===== config.mk =====
export PLATFORM = sky130hd
export DESIGN_NAME = gpc_pin_ctrl
export DESIGN_NICKNAME = d
export VERILOG_FILES = /design/src/hdl/gpc_pkg.sv /design/src/hdl/gpc_pin_drive.sv /design/src/hdl/gpc_pin_ctrl.sv
export VERILOG_INCLUDE_DIRS = /design/src /design/src/hdl
export SDC_FILE = /design/constraint.sdc
export NUM_CORES = 1
export LEC_CHECK = 0
export BUFFER_PORTS_ARGS = -buffer_cell sky130_fd_sc_hd__buf_2
export CAP_MARGIN = 5
export CORE_UTILIZATION = 36
export DETAILED_ROUTE_END_ITERATION = 10
export PLACE_DENSITY_LB_ADDON = 0.25
export RECOVER_POWER = 25
export REMOVE_ABC_BUFFERS = 1
export SLEW_MARGIN = 20
export SYNTH_ARGS = -nofsm -noshare
export SYNTH_HDL_FRONTEND = slang
export SYNTH_SLANG_ARGS = --single-unit

===== constraint.sdc =====
create_clock -name sys_clk -period 5.04 [get_ports sys_clk]
set_input_delay 1.008 -clock sys_clk [delete_from_list [all_inputs] [get_ports sys_clk]]
set_output_delay 1.008 -clock sys_clk [all_outputs]
set_load 0.01 [all_outputs]

===== src/hdl/gpc_map.svh =====
// Purpose: offsets, codes, reset values and timing for the pin controller
// Assumes: 25 MHz system clock
// Notes: included by every design file except gpc_pkg
`ifndef GPC_MAP_SVH
`define GPC_MAP_SVH

// ******************************************************************
// Command and response codes
// ******************************************************************
`define GPC_CMD_SET 8'h22
`define GPC_CMD_QRY 8'h23
`define GPC_RSP_SET 8'h62
`define GPC_RSP_QRY 8'h63
`define GPC_RSP_ERR_BASE 8'hC0
`define GPC_RSP_QRY_LEN 3'h4

// ******************************************************************
// Pin map and field layout
// ******************************************************************
`define GPC_NUM_GPIO 5
`define GPC_NUM_PINS 13
`define GPC_IDX_LIMIT 8'h0D
`define GPC_VAL_HIGH 8'h64
`define GPC_CFG_FUNC_BIT 3
`define GPC_DRV_RESERVED 3'h6

// ******************************************************************
// Reset values (factory default)
// ******************************************************************
`define GPC_RST_GPIO_CFG 4'h2
`define GPC_RST_LED_CFG 4'h1
`define GPC_RST_VAL 8'h00

// ******************************************************************
// Timing
// ******************************************************************
`define GPC_CLK_HZ 25000000
`define GPC_PWM_HZ 100
`define GPC_DUTY_STEPS 100
`define GPC_SAMPLE_HZ 32
`define GPC_STEP_CYC (`GPC_CLK_HZ / (`GPC_PWM_HZ * `GPC_DUTY_STEPS))
`define GPC_SAMPLE_CYC (`GPC_CLK_HZ / `GPC_SAMPLE_HZ)

`endif


===== src/hdl/gpc_pkg.sv =====
// Purpose: shared types of the pin controller
// Assumes: nothing
// Notes: constants live in gpc_map.svh
package gpc_pkg;

   typedef logic [7:0] gpc_byte_t;

   // Drive field codes
   typedef enum logic [2:0] {
      GPC_DRV_UP_PD = 3'h0,
      GPC_DRV_FAST = 3'h1,
      GPC_DRV_HIZ = 3'h2,
      GPC_DRV_PU_DN = 3'h3,
      GPC_DRV_SLOW_UP = 3'h4,
      GPC_DRV_SLOW = 3'h5,
      GPC_DRV_RSVD = 3'h6,
      GPC_DRV_SLOW_DN = 3'h7
   } gpc_drive_e;

endpackage


===== src/hdl/gpc_pin_drive.sv =====
// Purpose: turns one pin's drive field and level into pad controls
// Assumes: level is synchronous to sys_clk
// Notes: all outputs registered
`timescale 1ns/10ps
`include "gpc_map.svh"
module gpc_pin_drive
(
   input wire logic sys_clk,
   input wire logic rst_b,
   input wire logic [2:0] drive_mode_field,
   input wire logic level,
   output logic pad_out,
   output logic pad_oe,
   output logic pad_pu,
   output logic pad_pd,
   output logic pad_slow
);
   import gpc_pkg::*;

   logic next_out;
   logic next_oe;
   logic next_pu;
   logic next_pd;
   logic next_slow;

   // ******************************************************************
   // Drive decode
   // ******************************************************************
   always_comb
   begin
      next_out = level;
      next_oe = 1'b0;
      next_pu = 1'b0;
      next_pd = 1'b0;
      next_slow = 1'b0;
      case (gpc_drive_e'(drive_mode_field))
         GPC_DRV_UP_PD:
         begin
            next_oe = level; // RQ11
            next_pd = !level; // RQ11
         end
         GPC_DRV_FAST:
         begin
            next_oe = 1'b1; // RQ11
         end
         GPC_DRV_PU_DN:
         begin
            next_oe = !level; // RQ11
            next_pu = level; // RQ11 RQ6
         end
         GPC_DRV_SLOW_UP:
         begin
            next_oe = level; // RQ12
            next_slow = 1'b1;
         end
         GPC_DRV_SLOW:
         begin
            next_oe = 1'b1; // RQ12
            next_slow = 1'b1;
         end
         GPC_DRV_SLOW_DN:
         begin
            next_oe = !level; // RQ12
            next_slow = 1'b1;
         end
         default:
         begin
            next_oe = 1'b0; // RQ12
         end
      endcase
   end

   always_ff @(posedge sys_clk or negedge rst_b)
   begin
      if (!rst_b)
      begin
         pad_out <= 1'b0;
         pad_oe <= 1'b0;
         pad_pu <= 1'b0;
         pad_pd <= 1'b0;
         pad_slow <= 1'b0;
      end
      else
      begin
         pad_out <= next_out;
         pad_oe <= next_oe;
         pad_pu <= next_pu;
         pad_pd <= next_pd;
         pad_slow <= next_slow;
      end
   end

   // ******************************************************************
   // Checks
   // ******************************************************************
   a_hiz_mode_idle: assert property (@(posedge sys_clk) disable iff (!rst_b) // RQ12
      drive_mode_field == 3'h2 |=> !pad_oe && !pad_pu && !pad_pd)
      else $error("hi-z mode drives the pad");
   a_fast_both_ways: assert property (@(posedge sys_clk) disable iff (!rst_b) // RQ11
      drive_mode_field == 3'h1 |=> pad_oe && !pad_slow && pad_out == $past(level))
      else $error("fast drive does not follow level");
   a_pullup_high: assert property (@(posedge sys_clk) disable iff (!rst_b) // RQ6
      drive_mode_field == 3'h3 && level |=> pad_pu && !pad_oe)
      else $error("pull-up mode not resistive high");

endmodule


===== src/hdl/gpc_pin_ctrl.sv =====
// Purpose: command-driven control of five general pins and eight LED lines
// Assumes: command fields are synchronous; gpio_in comes from pins
// Notes: responses come one cycle after the command
//
// Behaviour
// RQ1: five shared general pins, input or output
// RQ2: outputs drive high, low or 100 Hz PWM
// RQ3: sample every general pin at 32 Hz
// RQ4: latch rise and fall seen since last query
// RQ5: slow sampling debounces the inputs
// RQ6: pull-up mode reads open switch as one
// RQ7: set command 0x22, two or three bytes
// RQ8: index 0-4 general, 5-12 LED, rest invalid
// RQ9: value 0 low, 1-99 duty, 100 high
// RQ10: host config byte within 0-15
// RQ11: drive codes 000, 001, 011 as listed
// RQ12: drive codes 010, 100, 101, 111 as listed
// RQ13: drive code 110 answers an error
// RQ14: function bit zero gives default role
// RQ15: LED lines ignore the function bit
// RQ16: factory roles sense, power, reset, one-wire
// RQ17: pin configuration saved as power-up state
// RQ18: accepted set answers 0x62, empty payload
// RQ19: query command 0x23 with one index byte
// RQ20: query answers 0x63 with four bytes
// RQ21: report requested level 0-100
// RQ22: fourth byte returns stored config
// RQ23: query clears the reported edge flags
// RQ24: bad index or value errors, nothing changes
`timescale 1ns/10ps
`include "gpc_map.svh"
module gpc_pin_ctrl #(
   parameter int STEP_CYC = `GPC_STEP_CYC,
   parameter int SAMPLE_CYC = `GPC_SAMPLE_CYC
)
(
   input wire logic sys_clk,
   input wire logic rst_b,
   input wire logic cmd_valid,
   input wire gpc_pkg::gpc_byte_t cmd_type,
   input wire logic [1:0] cmd_len,
   input wire gpc_pkg::gpc_byte_t cmd_idx,
   input wire gpc_pkg::gpc_byte_t cmd_val,
   input wire gpc_pkg::gpc_byte_t cmd_cfg,
   input wire logic store_boot,
   input wire logic load_boot,
   input wire logic [4:0] gpio_in,
   input wire logic host_power_ctrl,
   input wire logic host_reset_ctrl,
   input wire logic one_wire_sensor_io_out,
   output logic rsp_valid,
   output logic rsp_error,
   output gpc_pkg::gpc_byte_t rsp_type,
   output logic [2:0] rsp_len,
   output gpc_pkg::gpc_byte_t rsp_d0,
   output gpc_pkg::gpc_byte_t rsp_d1,
   output gpc_pkg::gpc_byte_t rsp_d2,
   output gpc_pkg::gpc_byte_t rsp_d3,
   output logic [12:0] pad_out,
   output logic [12:0] pad_oe,
   output logic [12:0] pad_pu,
   output logic [12:0] pad_pd,
   output logic [12:0] pad_slow,
   output logic [4:0] user_sel,
   output logic [4:0] gpio_level
);
   import gpc_pkg::*;

   localparam int NG = `GPC_NUM_GPIO;
   localparam int NP = `GPC_NUM_PINS;
   localparam int SW = $clog2(SAMPLE_CYC);
   localparam int PW = $clog2(STEP_CYC);

   gpc_byte_t val [NP];
   logic [3:0] cfg [NP];
   gpc_byte_t boot_val [NP];
   logic [3:0] boot_cfg [NP];
   logic [4:0] sync1;
   logic [4:0] sync2;
   logic [4:0] rise;
   logic [4:0] fall;
   logic [SW-1:0] samp_cnt;
   logic samp_tick;
   logic primed;
   logic [PW-1:0] step_cnt;
   logic [6:0] phase;
   logic [NP-1:0] pwm_lvl;
   logic [NP-1:0] pin_lvl;
   logic [4:0] dflt_lvl;
   logic idx_ok;
   logic set_ok;
   logic qry_ok;
   logic [4:0] clr;

   // Config byte check: upper bits zero, drive code not reserved
   function automatic logic cfg_good(input gpc_byte_t c);
      cfg_good = (c[7:4] == 4'h0) && (c[2:0] != `GPC_DRV_RESERVED);
   endfunction

   // ******************************************************************
   // Command decode
   // ******************************************************************
   always_comb
   begin
      idx_ok = cmd_idx < `GPC_IDX_LIMIT; // RQ8
      set_ok = cmd_valid && (cmd_type == `GPC_CMD_SET) && idx_ok // RQ7
         && (cmd_val <= `GPC_VAL_HIGH) // RQ9
         && ((cmd_len == 2'h2) || ((cmd_len == 2'h3) && cfg_good(cmd_cfg))); // RQ10 RQ13
      qry_ok = cmd_valid && (cmd_type == `GPC_CMD_QRY) && idx_ok && (cmd_len == 2'h1); // RQ19
      clr = '0;
      if (qry_ok && (cmd_idx < 8'(NG)))
      begin
         clr[cmd_idx[2:0]] = 1'b1; // RQ23
      end
   end

   // ******************************************************************
   // PWM time base, 100 steps per 10 ms
   // ******************************************************************
   always_ff @(posedge sys_clk or negedge rst_b)
   begin
      if (!rst_b)
      begin
         step_cnt <= '0;
         phase <= 7'h00;
      end
      else if (step_cnt == PW'(STEP_CYC - 1))
      begin
         step_cnt <= '0;
         phase <= (phase == 7'h63) ? 7'h00 : phase + 7'h01; // RQ2
      end
      else
      begin
         step_cnt <= step_cnt + PW'(1);
      end
   end

   assign dflt_lvl = {one_wire_sensor_io_out, host_reset_ctrl, host_power_ctrl, 1'b1, 1'b0}; // RQ16

   always_comb
   begin
      for (int i = 0; i < NP; i++)
      begin
         pwm_lvl[i] = {1'b0, phase} < val[i]; // RQ9
         if (i < NG)
         begin
            pin_lvl[i] = cfg[i][`GPC_CFG_FUNC_BIT] ? pwm_lvl[i] : dflt_lvl[i]; // RQ14
         end
         else
         begin
            pin_lvl[i] = pwm_lvl[i]; // RQ15
         end
      end
   end

   for (genvar g = 0; g < NP; g++)
   begin : g_pin
      gpc_pin_drive u_drive
      (
         .sys_clk(sys_clk),
         .rst_b(rst_b),
         .drive_mode_field(cfg[g][2:0]),
         .level(pin_lvl[g]),
         .pad_out(pad_out[g]),
         .pad_oe(pad_oe[g]),
         .pad_pu(pad_pu[g]),
         .pad_pd(pad_pd[g]),
         .pad_slow(pad_slow[g])
      );
   end

   // ******************************************************************
   // Input sampling and edge flags
   // ******************************************************************
   always_ff @(posedge sys_clk or negedge rst_b)
   begin
      if (!rst_b)
      begin
         sync1 <= 5'h00;
         sync2 <= 5'h00;
      end
      else
      begin
         sync1 <= gpio_in; // RQ1
         sync2 <= sync1;
      end
   end

   always_ff @(posedge sys_clk or negedge rst_b)
   begin
      if (!rst_b)
      begin
         samp_cnt <= '0;
         samp_tick <= 1'b0;
         primed <= 1'b0;
      end
      else
      begin
         samp_tick <= samp_cnt == SW'(SAMPLE_CYC - 1); // RQ3
         samp_cnt <= (samp_cnt == SW'(SAMPLE_CYC - 1)) ? '0 : samp_cnt + SW'(1);
         primed <= primed || samp_tick; // RQ4
      end
   end

   always_ff @(posedge sys_clk or negedge rst_b)
   begin
      if (!rst_b)
      begin
         gpio_level <= 5'h00;
      end
      else if (samp_tick)
      begin
         gpio_level <= sync2; // RQ3 RQ5
      end
   end

   always_ff @(posedge sys_clk or negedge rst_b)
   begin
      if (!rst_b)
      begin
         rise <= 5'h00;
         fall <= 5'h00;
      end
      else
      begin
         for (int i = 0; i < NG; i++)
         begin
            if (samp_tick && primed && sync2[i] && !gpio_level[i])
            begin
               rise[i] <= 1'b1; // RQ4
            end
            else if (clr[i])
            begin
               rise[i] <= 1'b0; // RQ23
            end
            if (samp_tick && primed && !sync2[i] && gpio_level[i])
            begin
               fall[i] <= 1'b1; // RQ4
            end
            else if (clr[i])
            begin
               fall[i] <= 1'b0; // RQ23
            end
         end
      end
   end

   // ******************************************************************
   // Pin settings and power-up copy
   // ******************************************************************
   always_ff @(posedge sys_clk or negedge rst_b)
   begin
      if (!rst_b)
      begin
         for (int i = 0; i < NP; i++)
         begin
            val[i] <= `GPC_RST_VAL;
            cfg[i] <= (i < NG) ? `GPC_RST_GPIO_CFG : `GPC_RST_LED_CFG; // RQ16
         end
      end
      else if (set_ok)
      begin
         val[cmd_idx[3:0]] <= cmd_val; // RQ7
         if (cmd_len == 2'h3)
         begin
            cfg[cmd_idx[3:0]] <= cmd_cfg[3:0]; // RQ7
         end
      end
      else if (load_boot)
      begin
         for (int i = 0; i < NP; i++)
         begin
            val[i] <= boot_val[i]; // RQ17
            cfg[i] <= boot_cfg[i];
         end
      end
   end

   always_ff @(posedge sys_clk or negedge rst_b)
   begin
      if (!rst_b)
      begin
         for (int i = 0; i < NP; i++)
         begin
            boot_val[i] <= `GPC_RST_VAL;
            boot_cfg[i] <= (i < NG) ? `GPC_RST_GPIO_CFG : `GPC_RST_LED_CFG;
         end
      end
      else if (store_boot)
      begin
         for (int i = 0; i < NP; i++)
         begin
            boot_val[i] <= val[i]; // RQ17
            boot_cfg[i] <= cfg[i];
         end
      end
   end

   always_ff @(posedge sys_clk or negedge rst_b)
   begin
      if (!rst_b)
      begin
         user_sel <= 5'h00;
      end
      else
      begin
         for (int i = 0; i < NG; i++)
         begin
            user_sel[i] <= cfg[i][`GPC_CFG_FUNC_BIT]; // RQ14
         end
      end
   end

   // ******************************************************************
   // Responses
   // ******************************************************************
   always_ff @(posedge sys_clk or negedge rst_b)
   begin
      if (!rst_b)
      begin
         rsp_valid <= 1'b0;
         rsp_error <= 1'b0;
         rsp_type <= 8'h00;
         rsp_len <= 3'h0;
         rsp_d0 <= 8'h00;
         rsp_d1 <= 8'h00;
         rsp_d2 <= 8'h00;
         rsp_d3 <= 8'h00;
      end
      else
      begin
         rsp_valid <= cmd_valid;
         rsp_error <= cmd_valid && !set_ok && !qry_ok; // RQ24
         rsp_len <= 3'h0;
         rsp_d0 <= 8'h00;
         rsp_d1 <= 8'h00;
         rsp_d2 <= 8'h00;
         rsp_d3 <= 8'h00;
         if (set_ok)
         begin
            rsp_type <= `GPC_RSP_SET; // RQ18
         end
         else if (qry_ok)
         begin
            rsp_type <= `GPC_RSP_QRY; // RQ20
            rsp_len <= `GPC_RSP_QRY_LEN;
            rsp_d0 <= cmd_idx;
            if (cmd_idx < 8'(NG))
            begin
               rsp_d1 <= {5'h00, fall[cmd_idx[2:0]], rise[cmd_idx[2:0]],
                  gpio_level[cmd_idx[2:0]]}; // RQ4
            end
            else
            begin
               rsp_d1 <= {7'h00, pad_out[cmd_idx[3:0]]};
            end
            rsp_d2 <= val[cmd_idx[3:0]]; // RQ21
            rsp_d3 <= {4'h0, cfg[cmd_idx[3:0]]}; // RQ22
         end
         else
         begin
            rsp_type <= `GPC_RSP_ERR_BASE | {2'h0, cmd_type[5:0]}; // RQ13 RQ24
         end
      end
   end

   // ******************************************************************
   // Checks
   // ******************************************************************
   a_set_ack_type: assert property (@(posedge sys_clk) disable iff (!rst_b) // RQ18
      set_ok |=> rsp_valid && !rsp_error && rsp_type == 8'h62 && rsp_len == 3'h0)
      else $error("set not answered with empty 0x62");
   a_qry_answer: assert property (@(posedge sys_clk) disable iff (!rst_b) // RQ20
      qry_ok |=> rsp_type == 8'h63 && rsp_len == 3'h4 && rsp_d0 == $past(cmd_idx))
      else $error("query answer malformed");
   a_bad_idx_err: assert property (@(posedge sys_clk) disable iff (!rst_b) // RQ8
      cmd_valid && cmd_idx >= 8'h0D |=> rsp_valid && rsp_error)
      else $error("inaccessible index not refused");
   a_rsvd_drive_err: assert property (@(posedge sys_clk) disable iff (!rst_b) // RQ13
      cmd_valid && cmd_type == 8'h22 && cmd_len == 2'h3 && cmd_cfg[2:0] == 3'h6
      |=> rsp_error)
      else $error("reserved drive code accepted");
   a_bad_val_keep: assert property (@(posedge sys_clk) disable iff (!rst_b) // RQ24
      cmd_valid && cmd_type == 8'h22 && cmd_idx == 8'h00 && cmd_val > 8'h64 && !load_boot
      |=> rsp_error && val[0] == $past(val[0]) && cfg[0] == $past(cfg[0]))
      else $error("invalid value changed pin");
   a_edge_clear: assert property (@(posedge sys_clk) disable iff (!rst_b) // RQ23
      qry_ok && cmd_idx == 8'h00 && !samp_tick |=> !rise[0] && !fall[0])
      else $error("edge flags survive query");
   a_rise_latch: assert property (@(posedge sys_clk) disable iff (!rst_b) // RQ4
      samp_tick && primed && sync2[0] && !gpio_level[0] |=> rise[0] && gpio_level[0])
      else $error("rising edge not latched");
   a_level_on_tick: assert property (@(posedge sys_clk) disable iff (!rst_b) // RQ5
      $changed(gpio_level) |-> $past(samp_tick))
      else $error("level changed between samples");
   a_pwm_phase: assert property (@(posedge sys_clk) disable iff (!rst_b) // RQ9
      phase <= 7'h63 && (phase != 7'h00 || pwm_lvl[5] == (val[5] != 8'h00)))
      else $error("pwm phase out of range");

endmodule


==> impl_metrics.env <==
export IMPL_synth_edff_count=0
export IMPL_rsz0062_at_grt="false"
export IMPL_clk_latency_ps=600
export IMPL_timing_final_crit_share_pct=73.4
export IMPL_violations="max-capacitance violations, max-slew violations"
export IMPL_path_cells="buf_2 -> o21a_1 -> o311ai_1 -> and4b_1 -> nand3_1 -> o22ai_1 -> a21oi_1"
export IMPL_post_cts_resized=0
export IMPL_num_rows=92
export IMPL_timing_critical_path_buf_inv=1
export IMPL_totalPowerFinal_mw=10.3
export IMPL_peakVddDrop_v=0.000244
export IMPL_synth_top_area_cell="dfrtp_1"
export IMPL_die_h_um=255
export IMPL_ys_ff_latch=482
export IMPL_firstDrtPassIters=5
export IMPL_worstSetupPathType="in -> reg"
export IMPL_finClkSkew_ps=21.2
export IMPL_core_region_area_um2=63200
export IMPL_ant_nets=0
export IMPL_final_max_slew_viol_count=181
export IMPL_critPathSlowestCell="and4b_1"
export IMPL_setup_ws_ps=1340
export IMPL_cp_max_fo=19
export IMPL_grt_pass1_wl_mm=100
export IMPL_tightest_slew_ps=2770
export IMPL_drive_above_1_share_pct=28.6
export IMPL_post_cts_buffers=0
export IMPL_relSlewSlack_pct=-84.9
export IMPL_syn_inst=1884
export IMPL_cp_start_kind="primary input"
export IMPL_synthArstFlopShare_pct=100
export IMPL_power_per_cell_area_nw_per_um2=394
export IMPL_dp_hpwl_mm=44.1
export IMPL_multiInputGateArea_um2=9590
export IMPL_synth_area_um2=23100
export IMPL_fmax_mhz=270
export IMPL_grt_pass1_vias=16100
export IMPL_cts_tree="yes"
export IMPL_area_sequential_um2=12100
export IMPL_clockBufferDepth=3
export IMPL_cap_violations=2
export IMPL_post_place_ws_ps=781
export IMPL_avgRoutedWirePerCell_um=22.6
export IMPL_vias=15500
export IMPL_grt_antenna_before_repair=2
export IMPL_yosys_area_top_type_share_pct=49.4
export IMPL_numCtsBuffers=52
export IMPL_first_iter_violations=1106
export IMPL_synth_area_per_cell_um2=12.3
export IMPL_setup_tns_ps=0
export IMPL_vias_per_cell=5.45
export IMPL_routabilityCongestion=0.842
export IMPL_num_fill_cells=5958
export IMPL_hold_viol=0
export IMPL_status="finished with violations"
export IMPL_crit_required_ps=5500
export IMPL_remaining_drc_errors=0
export IMPL_cts_root_buf="clkbuf_16"
export IMPL_yosys_most_used_dff="dfrtp_1"
export IMPL_io_buffer_count=155
export IMPL_die_area_um2=65200
export IMPL_ys_seq_area_share_pct=52.3
export IMPL_period_needed_ps=3700
export IMPL_end_kind="flip-flop"
export IMPL_path_clk_slew_ps=60
export IMPL_synth_distinct_cells=67
export IMPL_synthToLayoutAreaGrowth_pct=12.6
export IMPL_worst_endpoint_arrival_ps=4160
export IMPL_crit_family="simple AND/OR/NAND/NOR gates"
export IMPL_ios=167
export IMPL_grt_max_degree=106
export IMPL_cts_sinks=482
export IMPL_synthTopCellsByArea="dfrtp_1 (49%), mux2_2 (9.6%), mux4_2 (5.3%)"
export IMPL_setup_viol=0
export IMPL_max_stage_delay_ps=930
export IMPL_ys_top_cells_by_count="dfrtp_1 (456), mux2_2 (197), inv_1 (112)"
export IMPL_h_tree_depth=2
export IMPL_ys_warnings_count=0
export IMPL_nets=2093
export IMPL_wl_mm=64.4
export IMPL_hp_class="reg -> reg"
export IMPL_initial_core_util_pct=36.6
export IMPL_die_x_um=255
export IMPL_power_leakage_nw=12.3
export IMPL_yosysMostFrequentCell="dfrtp_1"
export IMPL_gr_total_overflow=0
export IMPL_cts_hold_buf=0
export IMPL_groute_usage_overall_pct=19.8
[cell type report]
class                   instances  share of cell area [%]
clock inverters                23                    1.04
well taps                     846                    4.07
flip-flops and latches        482                    46.5
inverters                     113                    1.63
clock buffers                  74                    5.66
diodes                          1                 0.00962
repair buffers                190                    4.26
multi-input cells            1125                    36.9
[worst reg2reg max path, delay by kind of cell, from the launching register on]
family | cells | cell delay (ps)
AO/OA/AOI/OAI | 4 | 1020
multiplexers | 1 | 290
flip-flops | 1 | 960
adder cells (fa/ha/maj) | 1 | 410
[worst paths after layout]
kind                                           start                                 end  slack (ps)  cells past startpoint
worst max register to register  phase[5]$_DFFE_PN0N_   g_pin[1].u_drive.pad_oe$_DFF_PN0_        2280                      6
worst min register to register    sync1[1]$_DFF_PN0_                  sync2[1]$_DFF_PN0_         350                      0
worst min-delay path              sync1[1]$_DFF_PN0_                  sync2[1]$_DFF_PN0_         350                      0
min in group asynchronous                      rst_b                 rsp_d1[2]$_DFF_PN0_        1280                      1
worst max-delay path                      cmd_val[0]                 val[20]$_DFFE_PN0P_        1340                      7
max in group asynchronous                      rst_b  g_pin[10].u_drive.pad_oe$_DFF_PN0_        1750                      2
[registers in the layout (all words and copies together), names as in the netlist, 7 cells and up]
register,count
samp_cnt,20
boot_val,104
boot_cfg,52
val,104
phase,7
rsp_type,8
rsp_d0,8
g_pin.u_drive.pad_oe,13
g_pin.u_drive.pad_pd,13
g_pin.u_drive.pad_slow,13
rsp_d2,8
cfg,52
g_pin.u_drive.pad_pu,13
step_cnt,12
g_pin.u_drive.pad_out,13
[stage by stage]
stage                     cell area [um^2]  util (%)  hold slack, ps  cells
after floorplan                      22100         -             331   1720
final                                26000      41.2             347   2854
after global placement               24300      38.4             337   2756
after global routing                 26000      41.2             363   2853
after detailed placement             24300      38.5             336   2756
after CTS                            26000      41.2             350   2853
[power breakdown]
| group | total (mW) | leakage (nW) | internal, mW | switching (mW) |
|---|---|---|---|---|
| Combinational | 1.54 | 5.36 | 0.711 | 0.829 |
| Clock | 3.93 | 0.847 | 2.30 | 1.63 |
| Sequential | 4.78 | 6.06 | 4.41 | 0.366 |
[placed cells by master, fill, tap and decap left out, drive strengths merged, types with 33 or more instances in the layout]
cell	instances
nand2	88
mux4	54
o22ai	37
o21ai	33
a21oi	91
inv	114
clkbuf	81
ha	82
a22oi	39
a21o	36
a22o	40
mux2	197
nor2	61
buf	183
dfrtp	456
[layer usage]
layer  part of all wire [%]  GRT usage (%)  wire (um)  vias up
met5                  0.017              0         11        -
met4                    1.9           5.39       1260        2
met3                    4.8           3.55       3120       87
met2                     47           32.0      30400      402
met1                     46           27.4      29500     8114
li1                       -              -          -     6944
[cells by family (layout without fill, tap and decap cells)]
kind of cell / count (synthesis) / in the layout / synth area share [%]
fa+ha+maj: 82 / 82 / 4.44
flops: 482 / 482 / 52.3
compound gates: 379 / 379 / 11.5
mux: 276 / 276 / 15.9
other cells: 2 / 17 / 0.0325
buf+inv: 291 / 400 / 6.51
simple gates: 344 / 344 / 8.23
xor+xnor: 28 / 28 / 1.06
No activity file was read; power rests on OpenSTA's default activity.
